==> config.mk <==
export PLATFORM = sky130hd
export DESIGN_NAME = tccu_unit
export DESIGN_NICKNAME = d
export VERILOG_FILES = /design/src/logic/tccu_pkg.sv /design/src/logic/tccu_unit.sv
export SDC_FILE = /design/constraint.sdc
export NUM_CORES = 1
export LEC_CHECK = 0
export ABC_AREA = 1
export BUFFER_PORTS_ARGS = -buffer_cell sky130_fd_sc_hd__buf_2
export CAP_MARGIN = 0
export CORE_MARGIN = 1
export CORE_UTILIZATION = 60
export CTS_BUF_LIST = sky130_fd_sc_hd__clkbuf_8
export DETAILED_ROUTE_END_ITERATION = 8
export HOLD_SLACK_MARGIN = 0.15
export PLACE_DENSITY = 0.89
export SETUP_SLACK_MARGIN = 0.05
export SYNTH_ARGS = -nofsm -noshare
export SYNTH_HDL_FRONTEND = slang
export SYNTH_SLANG_ARGS = --single-unit
==> constraint.sdc <==
create_clock -name pclk -period 4.7 [get_ports pclk]
set_input_delay 0.705 -clock pclk [delete_from_list [all_inputs] [get_ports pclk]]
set_output_delay 0.705 -clock pclk [all_outputs]
set_load 0.005 [all_outputs]
==> src/logic/tccu_pkg.sv <==
// Constants shared by the timer capture and compare unit.
package tccu_pkg;

  // ****************************************************************
  // Register byte offsets.
  // ****************************************************************
  localparam logic [7:0] OFF_CTRL     = 8'h00;
  localparam logic [7:0] OFF_RELOAD   = 8'h04;
  localparam logic [7:0] OFF_COUNT    = 8'h08;
  localparam logic [7:0] OFF_CAUSE    = 8'h0c;
  localparam logic [7:0] OFF_IRQEN    = 8'h10;
  localparam logic [7:0] OFF_CAPCTL   = 8'h14;
  localparam logic [7:0] OFF_CAPA_LO  = 8'h18;
  localparam logic [7:0] OFF_CAPA_HI  = 8'h1c;
  localparam logic [7:0] OFF_CAPB_LO  = 8'h20;
  localparam logic [7:0] OFF_CAPB_HI  = 8'h24;
  localparam logic [7:0] OFF_CMPCTL   = 8'h28;
  localparam logic [7:0] OFF_CMPACT   = 8'h2c;
  localparam logic [7:0] OFF_CMPVAL0  = 8'h30;
  localparam logic [7:0] CMPVAL_STEP  = 8'h04;
  localparam logic [7:0] OFF_MPCTL    = 8'h40;
  localparam logic [7:0] OFF_PINMODE  = 8'h44;

  // ****************************************************************
  // Field positions.
  // ****************************************************************
  localparam int unsigned CTRL_EN       = 0;
  localparam int unsigned CTRL_RLD      = 1;
  localparam int unsigned CTRL_CONT     = 2;
  localparam int unsigned CTRL_DIV_LSB  = 3;
  localparam int unsigned CTRL_SRC_LSB  = 5;
  localparam int unsigned CAUSE_EOC     = 0;
  localparam int unsigned CAUSE_CAPA    = 1;
  localparam int unsigned CAUSE_CAPB    = 2;
  localparam int unsigned CAUSE_OC0     = 3;
  localparam int unsigned CAPCTL_A_LSB  = 0;
  localparam int unsigned CAPCTL_B_LSB  = 2;
  localparam int unsigned CAPCTL_EN     = 4;
  localparam int unsigned CMPCTL_EN     = 0;
  localparam int unsigned CMPCTL_MASTER = 1;
  localparam int unsigned CMPCTL_INIT   = 4;
  localparam int unsigned MPCTL_EN      = 0;
  localparam int unsigned PINMODE_A_LSB = 0;
  localparam int unsigned PINMODE_B_LSB = 3;
  localparam int unsigned PA_TIMER_TOGGLE_OUT_0      = 4;
  localparam int unsigned PA_TIMER_TOGGLE_OUT_1      = 5;
  localparam int unsigned PA_EVENT1     = 6;
  localparam int unsigned PB_IC0        = 0;
  localparam int unsigned PB_IC1        = 1;
  localparam int unsigned PB_IC2        = 4;
  localparam int unsigned PB_IC3        = 5;

  // ****************************************************************
  // Encodings.
  // ****************************************************************
  localparam logic [1:0] SRC_PRESCALED = 2'h0;
  localparam logic [1:0] SRC_RTC       = 2'h1;
  localparam logic [1:0] SRC_EVT_FALL  = 2'h2;
  localparam logic [1:0] SRC_EVT_RISE  = 2'h3;
  localparam logic [1:0] EDGE_RISE     = 2'h1;
  localparam logic [1:0] EDGE_FALL     = 2'h2;
  localparam logic [1:0] EDGE_BOTH     = 2'h3;
  localparam logic [1:0] ACT_FORCE     = 2'h0;
  localparam logic [1:0] ACT_SET       = 2'h1;
  localparam logic [1:0] ACT_CLEAR     = 2'h2;
  localparam logic [1:0] ACT_TOGGLE    = 2'h3;
  localparam logic [2:0] PORT_MODE_ALT = 3'h7;
  localparam logic [7:0] DIV4_MASK     = 8'h03;
  localparam logic [7:0] DIV16_MASK    = 8'h0f;
  localparam logic [7:0] DIV64_MASK    = 8'h3f;
  localparam logic [7:0] DIV256_MASK   = 8'hff;
  localparam logic [15:0] COUNT_LAST   = 16'h0001;

endpackage : tccu_pkg

==> src/logic/tccu_unit.sv <==
// Timer capture and compare unit with its APB register slave.
//
// Local design decisions: the register offsets and the APB interface to the registers.
`timescale 1ns/100ps
// ****************************************************************
// Function
// ****************************************************************
// Function
// - Multi-pulse enable disables capture and compare; otherwise both may run together.
// - Reading the cause flags register clears the cause flags that the read returned.
// - Event pin source bypasses prescaler; counter decrements once per selected edge.
// - Counter updates on the third clock edge after the event pin edge.
// - Real-time-clock source counts like event mode, sampling the internal signal.
// - Each capture input triggers on rising, falling or both edges.
// - A selected capture edge copies the 16-bit count into its pair.
// - Reading a capture low byte blocks that input until high byte read.
// - Capture value registers are read-only; writes leave them unchanged.
// - Each capture sets its flag and may raise the timer interrupt.
// - Compare mode checks the count against four values, acting on matches.
// - Match action per output is set, clear or toggle.
// - Compare pins start at zero unless initial level one is programmed.
// - Action field zero holds the pin at initial level, ignoring matches.
// - Leaving action zero, the pin keeps forced level until next match.
// - Master mode makes outputs 1 to 3 copy output 0 behaviour.
// - Each compare match outside action zero sets its flag and may raise the interrupt.
// - Port mode 7 without multi-pulse maps compare, toggle, event, capture pins.
// - Source field: 00 prescaled, 01 real-time clock, 10 falling, 11 rising.
module tccu_unit #(
  parameter bit CAP_ON_HIGH_PINS = 1'b1,
  parameter bit EVENT_ON_PORT_A  = 1'b1
) (
  // Clock and reset.
  input  wire logic        pclk,
  input  wire logic        presetn,
  // APB slave.
  input  wire logic        psel,
  input  wire logic        penable,
  input  wire logic        pwrite,
  input  wire logic [7:0]  paddr,
  input  wire logic [31:0] pwdata,
  output logic             pready,
  output logic             pslverr,
  output logic [31:0]      prdata,
  // Pins and neighbouring signals.
  input  wire logic [7:0]  port_a_in,
  input  wire logic [7:0]  port_b_in,
  input  wire logic        rtc_signal,
  input  wire logic        timer_toggle_out_1,
  output logic [7:0]       port_a_out,
  output logic [7:0]       port_a_oe,
  // Interrupt.
  output logic             timer_irq
);
  import tccu_pkg::*;

  // ****************************************************************
  // State.
  // ****************************************************************
  typedef struct packed {
    logic [7:0]       ctrl;
    logic [15:0]      reload;
    logic [15:0]      count;
    logic             upd;
    logic [7:0]       pre;
    logic [2:0]       evt_sync;
    logic [2:0]       rtc_sync;
    logic [2:0]       capa_sync;
    logic [2:0]       capb_sync;
    logic [15:0]      capa;
    logic [15:0]      capb;
    logic             locka;
    logic             lockb;
    logic [6:0]       cause;
    logic [6:0]       irqen;
    logic [4:0]       capctl;
    logic [7:0]       cmpctl;
    logic [7:0]       cmpact;
    logic [3:0][15:0] cmpval;
    logic [3:0]       oc;
    logic             cmp_on;
    logic             mpwm;
    logic [5:0]       pinmode;
    logic             toggle;
    logic [7:0]       pa_out;
    logic [7:0]       pa_oe;
    logic             pready;
    logic             pslverr;
    logic [31:0]      prdata;
    logic             irq;
  } tccu_state_t;

  tccu_state_t s_reg;
  tccu_state_t s_next;

  // ****************************************************************
  // Helpers.
  // ****************************************************************
  function automatic logic [7:0] div_mask(input logic [1:0] sel);
    case (sel)
      2'h0:    div_mask = DIV4_MASK;
      2'h1:    div_mask = DIV16_MASK;
      2'h2:    div_mask = DIV64_MASK;
      default: div_mask = DIV256_MASK;
    endcase
  endfunction : div_mask

  // Edge seen between the second stage and its delayed copy.
  function automatic logic edge_hit(input logic [2:0] sync, input logic [1:0] sel);
    logic rise;
    logic fall;
    rise = sync[1] & ~sync[2];
    fall = ~sync[1] & sync[2];
    case (sel)
      EDGE_RISE: edge_hit = rise;
      EDGE_FALL: edge_hit = fall;
      EDGE_BOTH: edge_hit = rise | fall;
      default:   edge_hit = 1'b0;
    endcase
  endfunction : edge_hit

  function automatic logic [31:0] read_word(input tccu_state_t s, input logic [7:0] a);
    read_word = 32'h0000_0000;
    case (a)
      OFF_CTRL:    read_word = {24'h00_0000, s.ctrl};
      OFF_RELOAD:  read_word = {16'h0000, s.reload};
      OFF_COUNT:   read_word = {16'h0000, s.count};
      OFF_CAUSE:   read_word = {25'h000_0000, s.cause};
      OFF_IRQEN:   read_word = {25'h000_0000, s.irqen};
      OFF_CAPCTL:  read_word = {27'h000_0000, s.capctl};
      OFF_CAPA_LO: read_word = {24'h00_0000, s.capa[7:0]};
      OFF_CAPA_HI: read_word = {24'h00_0000, s.capa[15:8]};
      OFF_CAPB_LO: read_word = {24'h00_0000, s.capb[7:0]};
      OFF_CAPB_HI: read_word = {24'h00_0000, s.capb[15:8]};
      OFF_CMPCTL:  read_word = {24'h00_0000, s.cmpctl};
      OFF_CMPACT:  read_word = {24'h00_0000, s.cmpact};
      OFF_MPCTL:   read_word = {31'h0000_0000, s.mpwm};
      OFF_PINMODE: read_word = {26'h000_0000, s.pinmode};
      default: begin
        for (int i = 0; i < 4; i++) begin
          if (a == 8'(OFF_CMPVAL0 + CMPVAL_STEP * 8'(i))) begin
            read_word = {16'h0000, s.cmpval[i]};
          end
        end
      end
    endcase
  endfunction : read_word

  function automatic logic is_mapped(input logic [7:0] a);
    is_mapped = (a <= OFF_PINMODE) && (a[1:0] == 2'h0) &&
                !((a > 8'(OFF_CMPVAL0 + CMPVAL_STEP * 8'h3)) && (a < OFF_MPCTL));
  endfunction : is_mapped

  // ****************************************************************
  // Next state.
  // ****************************************************************
  always_comb begin
    logic       wr;
    logic       rd;
    logic       cap_active;
    logic       cmp_active;
    logic       tick;
    logic       a_mode7;
    logic       b_mode7;
    logic       evt_pin;
    logic       capa_pin;
    logic       capb_pin;
    logic [6:0] sets;
    logic [1:0] act;
    logic       init;
    logic       match;
    logic       rd_setup;
    logic       lock_a;
    logic       lock_b;
    int unsigned e;
    wr = psel & penable & pwrite & s_reg.pready;
    rd = psel & penable & ~pwrite & s_reg.pready;
    rd_setup = psel & ~penable & ~pwrite;
    // The low byte leaves for the bus at the setup edge, so the lock must
    // already hold there; a capture at that edge would tear the pair.
    lock_a = s_reg.locka | (rd_setup & (paddr == OFF_CAPA_LO));
    lock_b = s_reg.lockb | (rd_setup & (paddr == OFF_CAPB_LO));
    sets = 7'h00;
    tick = 1'b0;
    act = ACT_FORCE;
    init = 1'b0;
    match = 1'b0;
    e = 0;
    s_next = s_reg;
    s_next.upd = 1'b0;

    cap_active = s_reg.capctl[CAPCTL_EN] & ~s_reg.mpwm;
    cmp_active = s_reg.cmpctl[CMPCTL_EN] & ~s_reg.mpwm;
    a_mode7 = s_reg.pinmode[PINMODE_A_LSB +: 3] == PORT_MODE_ALT;
    b_mode7 = s_reg.pinmode[PINMODE_B_LSB +: 3] == PORT_MODE_ALT;

    // Pin selection; pins outside mode 7 read as low.
    evt_pin  = EVENT_ON_PORT_A ? (a_mode7 & port_a_in[PA_EVENT1])
                               : (b_mode7 & port_b_in[PB_IC0]);
    capa_pin = b_mode7 & (CAP_ON_HIGH_PINS ? port_b_in[PB_IC2] : port_b_in[PB_IC0]);
    capb_pin = b_mode7 & (CAP_ON_HIGH_PINS ? port_b_in[PB_IC3] : port_b_in[PB_IC1]);

    // Two stages plus a delayed copy, so the count moves on the third edge.
    s_next.evt_sync  = {s_reg.evt_sync[1], s_reg.evt_sync[0], evt_pin};
    s_next.rtc_sync  = {s_reg.rtc_sync[1], s_reg.rtc_sync[0], rtc_signal};
    s_next.capa_sync = {s_reg.capa_sync[1], s_reg.capa_sync[0], capa_pin};
    s_next.capb_sync = {s_reg.capb_sync[1], s_reg.capb_sync[0], capb_pin};

    // Prescaler runs freely; event sources never look at it.
    s_next.pre = s_reg.pre + 8'h01;
    case (s_reg.ctrl[CTRL_SRC_LSB +: 2])
      SRC_PRESCALED: tick = (s_reg.pre & div_mask(s_reg.ctrl[CTRL_DIV_LSB +: 2])) ==
                            div_mask(s_reg.ctrl[CTRL_DIV_LSB +: 2]);
      SRC_RTC:       tick = edge_hit(s_reg.rtc_sync, EDGE_RISE);
      SRC_EVT_FALL:  tick = edge_hit(s_reg.evt_sync, EDGE_FALL);
      SRC_EVT_RISE:  tick = edge_hit(s_reg.evt_sync, EDGE_RISE);
      default:       tick = 1'b0;
    endcase

    // ****************************************************************
    // Down counter.
    // ****************************************************************
    if (s_reg.ctrl[CTRL_EN] && tick) begin
      s_next.upd = 1'b1;
      if (s_reg.count == COUNT_LAST) begin
        sets[CAUSE_EOC] = 1'b1;
        s_next.toggle = ~s_reg.toggle;
        if (s_reg.ctrl[CTRL_CONT]) begin
          s_next.count = s_reg.reload;
        end else begin
          s_next.count = 16'h0000;
          s_next.ctrl[CTRL_EN] = 1'b0;
        end
      end else begin
        s_next.count = s_reg.count - 16'h0001;
      end
    end

    // ****************************************************************
    // Input capture.
    // ****************************************************************
    // Events on a locked input are dropped and set no flag.
    if (cap_active && !lock_a &&
        edge_hit(s_reg.capa_sync, s_reg.capctl[CAPCTL_A_LSB +: 2])) begin
      s_next.capa = s_reg.count;
      sets[CAUSE_CAPA] = 1'b1;
    end
    if (cap_active && !lock_b &&
        edge_hit(s_reg.capb_sync, s_reg.capctl[CAPCTL_B_LSB +: 2])) begin
      s_next.capb = s_reg.count;
      sets[CAUSE_CAPB] = 1'b1;
    end

    // ****************************************************************
    // Output compare.
    // ****************************************************************
    s_next.cmp_on = cmp_active;
    for (int i = 0; i < 4; i++) begin
      e = s_reg.cmpctl[CMPCTL_MASTER] ? 0 : i;
      act = s_reg.cmpact[2 * e +: 2];
      init = s_reg.cmpctl[CMPCTL_INIT + e];
      match = s_reg.upd && (s_reg.count == s_reg.cmpval[e]);
      if (cmp_active && !s_reg.cmp_on) begin
        s_next.oc[i] = init;
      end else if (cmp_active) begin
        if (act == ACT_FORCE) begin
          s_next.oc[i] = init;
        end else if (match) begin
          sets[CAUSE_OC0 + i] = 1'b1;
          case (act)
            ACT_SET:    s_next.oc[i] = 1'b1;
            ACT_CLEAR:  s_next.oc[i] = 1'b0;
            ACT_TOGGLE: s_next.oc[i] = ~s_reg.oc[i];
            default:    s_next.oc[i] = s_reg.oc[i];
          endcase
        end
      end
    end

    // ****************************************************************
    // Register access.
    // ****************************************************************
    s_next.pready  = psel & ~penable;
    s_next.pslverr = psel & ~penable & ~is_mapped(paddr);
    s_next.prdata  = (psel & ~penable & ~pwrite) ? read_word(s_reg, paddr) : 32'h0000_0000;

    if (wr) begin
      case (paddr)
        OFF_CTRL: begin
          s_next.ctrl = pwdata[7:0];
          s_next.ctrl[CTRL_RLD] = 1'b0;
          if (pwdata[CTRL_RLD]) begin
            s_next.count = s_reg.reload;
            s_next.upd = 1'b1;
          end
        end
        OFF_RELOAD:  s_next.reload = pwdata[15:0];
        OFF_IRQEN:   s_next.irqen = pwdata[6:0];
        OFF_CAPCTL:  s_next.capctl = pwdata[4:0];
        OFF_CMPCTL:  s_next.cmpctl = pwdata[7:0];
        OFF_CMPACT:  s_next.cmpact = pwdata[7:0];
        OFF_MPCTL:   s_next.mpwm = pwdata[MPCTL_EN];
        OFF_PINMODE: s_next.pinmode = pwdata[5:0];
        default: begin
          // Capture, count and cause addresses take no writes.
          for (int i = 0; i < 4; i++) begin
            if (paddr == 8'(OFF_CMPVAL0 + CMPVAL_STEP * 8'(i))) begin
              s_next.cmpval[i] = pwdata[15:0];
            end
          end
        end
      endcase
    end

    // Lock on the low byte so a later capture cannot tear the high byte.
    if (rd_setup && paddr == OFF_CAPA_LO) begin
      s_next.locka = 1'b1;
    end
    if (rd && paddr == OFF_CAPA_HI) begin
      s_next.locka = 1'b0;
    end
    if (rd_setup && paddr == OFF_CAPB_LO) begin
      s_next.lockb = 1'b1;
    end
    if (rd && paddr == OFF_CAPB_HI) begin
      s_next.lockb = 1'b0;
    end

    // A fresh event in the clearing cycle survives the read, and only flags the
    // read returned are cleared, so a flag set at the setup edge is not lost.
    s_next.cause = ((rd && paddr == OFF_CAUSE) ? (s_reg.cause & ~7'(s_reg.prdata))
                                               : s_reg.cause) | sets;
    s_next.irq = |(s_next.cause & s_next.irqen);

    // ****************************************************************
    // Pin allocation.
    // ****************************************************************
    s_next.pa_out = 8'h00;
    s_next.pa_oe  = 8'h00;
    if (a_mode7) begin
      if (!s_next.mpwm) begin
        s_next.pa_out[3:0] = s_next.oc;
        s_next.pa_oe[3:0]  = 4'hf;
      end
      s_next.pa_out[PA_TIMER_TOGGLE_OUT_0] = s_next.toggle;
      s_next.pa_out[PA_TIMER_TOGGLE_OUT_1] = timer_toggle_out_1;
      s_next.pa_oe[PA_TIMER_TOGGLE_OUT_0]  = 1'b1;
      s_next.pa_oe[PA_TIMER_TOGGLE_OUT_1]  = 1'b1;
    end
  end

  // ****************************************************************
  // State register.
  // ****************************************************************
  always_ff @(posedge pclk or negedge presetn) begin
    if (!presetn) begin
      s_reg <= '0;
    end else begin
      s_reg <= s_next;
    end
  end

  assign pready     = s_reg.pready;
  assign pslverr    = s_reg.pslverr;
  assign prdata     = s_reg.prdata;
  assign port_a_out = s_reg.pa_out;
  assign port_a_oe  = s_reg.pa_oe;
  assign timer_irq  = s_reg.irq;

endmodule : tccu_unit

==> flow_summary.json <==
{
  "setup_viol": 0,
  "ant_nets": 0,
  "finalHoldViolCount": 0,
  "cp-start-kind": "flip-flop",
  "powerDensity_mw_per_mm2": 292,
  "num_vias": 12300,
  "grt_pass1_wl_um": 62800,
  "gr-total-overflow": 0,
  "synthTopCellsByCount": "nand2_1 (568), dfrtp_1 (233), o21ai_0 (140)",
  "rsz0062_at_grt": "false",
  "synth.cell_area_mm2": 0.0131,
  "dr.pass1.iters": 7,
  "initial_core_util_pct": 61.9,
  "synth_edf_count": 0,
  "ys_types": 54,
  "yosysMostFrequentCell": "nand2_1",
  "netlist.area_leader.share_pct": 44.4,
  "drive_above_1_share_pct": 11.8,
  "skew_ps": 12.6,
  "ir_worst_vdd_mv": 0.302,
  "r2r_setup_slack_ps": 1750,
  "insertion_delay_ps": 550,
  "crit_chain": "buf_4, inv_2, nand2_1, nand3_1, nand2_1, nor2_1, nand2_1, nor2_1, nand4_1, a21oi_1, nor2_1, nand2_1",
  "cts_hold_buf": 0,
  "tightest_slew_ps": 966,
  "clock.fmax_mhz": 339,
  "synth_cells": 1740,
  "drt-initial-drc-count": 1396,
  "h-tree-depth": 2,
  "clock-sinks": 233,
  "slowest_delay_ps": 720,
  "drv_cap": 0,
  "routabilityCongestion": 0.982,
  "port_buffers": 64,
  "yosysWarnings": 0,
  "run_status": "finished, final reports clean",
  "r2r-end": "timer_irq",
  "grt_max_degree": 95,
  "n_antenna_cell": 0,
  "hold_slack_ps": 158,
  "largest_reg_flops": 198,
  "ys_ff_latch": 233,
  "tns_ps": 0,
  "cts_buffer_depth": 3,
  "drc": 0,
  "numCtsBuffers": 40,
  "grt_pass1_vias": 11600,
  "cp.arrival_ps": 3440,
  "post-cts-setup-buffers": 0,
  "fin_ws_ps": 1750,
  "dieArea_mm2": 0.0225,
  "drv_slew": 0,
  "hp-class": "in -> async",
  "core-area_mm2": 0.0212,
  "die_height_um": 150,
  "grt_usage_pct": 37.4,
  "synth_top_cell_by_area": "dfrtp_1",
  "fin_nets": 1831,
  "endpoint_kind": "flip-flop",
  "clockRootBuffer": "clkbuf_8",
  "fin_crit_ps": 2950,
  "num_rows": 53,
  "yosysSeqAreaShare_pct": 44.4,
  "clk_pin_slew_worst_paths_ps": 60,
  "synthArstFlopShare_pct": 100,
  "synthFlopType": "dfrtp_1",
  "cts-resized-gates": 0,
  "die_w_um": 150,
  "maxSlewHeadroom_pct": 35.5,
  "hpwl_um": 28800,
  "path_class": "reg -> reg",
  "place_ws_ps": 1580,
  "io_pins": 114,
  "antenna_found_initial": 0,
  "finalWirelength_um": 40600,
  "cp_common_cell": "nand2_1",
  "worstPathRequired_ps": 5180,
  "path_max_fanout": 46,
  "cpMaxStageDelayCell": "inv_2",
  "r2r_start": "s_reg[137]",
  "cts_tree": "yes",
  "fin_crit_sh_pct": 62.8,
  "area_growth_syn_to_layout_pct": 6.63,
  "wl_per_cell_um": 19.7,
  "leakage_nw": 6.80,
  "viasPerCell": 5.96,
  "reg2reg_depth": 12,
  "synthTopCellsByArea": "dfrtp_1 (44%), nand2_1 (16%), o21ai_0 (5.3%), inv_1 (3.9%), o21ai_1 (3.4%)",
  "synth.avg_cell_area_um2": 7.55
}
-- cells in the final DEF, fill, tap and decap left out, drive strengths merged, types with 3 or more instances in the layout --
cell     count
o211ai      15
nor4         4
nand2      579
a21oi       61
dfrtp      233
o221ai       3
nand4       21
clkinv      13
ha           7
o2111ai      3
o22ai       17
nor2       128
and3         6
nand3       94
buf         71
a221oi       4
inv        171
xor2        20
nor3        17
or2          7
o21ai      230
clkbuf      45
conb        20
-- worst max-delay path: cells and delay by family, from the launching register on --
family                 cells  cell delay (ps)
DFF                        1              360
AOI/OAI and AO/OA          1              210
and+or+nand+nor            9             1310
buffers and inverters      2              990
-- cells by family after synthesis --
family                   synth area share [%]
other                                  0.0286
AO/OA/AOI/OAI                            14.4
flip-flops                               44.4
adder cells (fa/ha/maj)                 0.667
AND/OR/NAND/NOR                          28.8
buffers and inverters                    10.2
XOR/XNOR                                 1.47
-- where the power goes --
group / total (mW) / switching, mW / internal, mW / leakage (nW)
Sequential: 2.04 / 0.0181 / 2.02 / 3.08
Combinational: 0.241 / 0.181 / 0.0598 / 3.27
Clock: 1.81 / 0.825 / 0.982 / 0.446
Total: 4.09 / 1.02 / 3.06 / 6.80
-- cell type report --
| cell class | instances | area [um2] |
|---|---|---|
| clock buffers | 45 | 619 |
| repair buffers | 71 | 395 |
| flip-flops and latches | 233 | 5830 |
| well taps | 275 | 344 |
| inverters | 165 | 627 |
| clock inverters | 23 | 153 |
| fillers | 1843 | 7220 |
| multi-input cells | 1250 | 6030 |
-- through the flow --
step	area [um2]	cells	power (mW)	utilization, %
2_1_floorplan	13200	1759	2.20	-
3_3_place_gp	13200	1994	2.30	62.3
3_5_place_dp	13200	1994	2.31	62.3
5_1_grt	14000	2062	4.22	66.0
4_1_cts	14000	2062	4.11	66.0
6_report	14000	2062	4.09	66.0
-- how the worst max path moves through the flow --
| stage | from | endpoint | cells after the start |
|---|---|---|---|
| floorplan | paddr[2] | s_reg[226] | 11 |
| global placement | paddr[6] | s_reg[65] | 9 |
| detailed placement | paddr[6] | s_reg[68] | 9 |
| CTS | s_reg[137] | timer_irq | 12 |
| global route | s_reg[137] | port_a_out[3] | 12 |
| finish | s_reg[137] | timer_irq | 12 |
-- per-layer routing --
metal  wire length (um)  GRT usage (%)  vias to the layer above  part of all wire [%]
li1                   -              -                     5637                     -
met1              15900           49.0                     5659                    39
met5                  0              0                        -                     0
met2              17700           57.1                      795                    43
met3               4190           6.65                      189                    10
met4               2820           24.4                        0                   6.9
No activity file was read; power rests on OpenSTA's default activity.
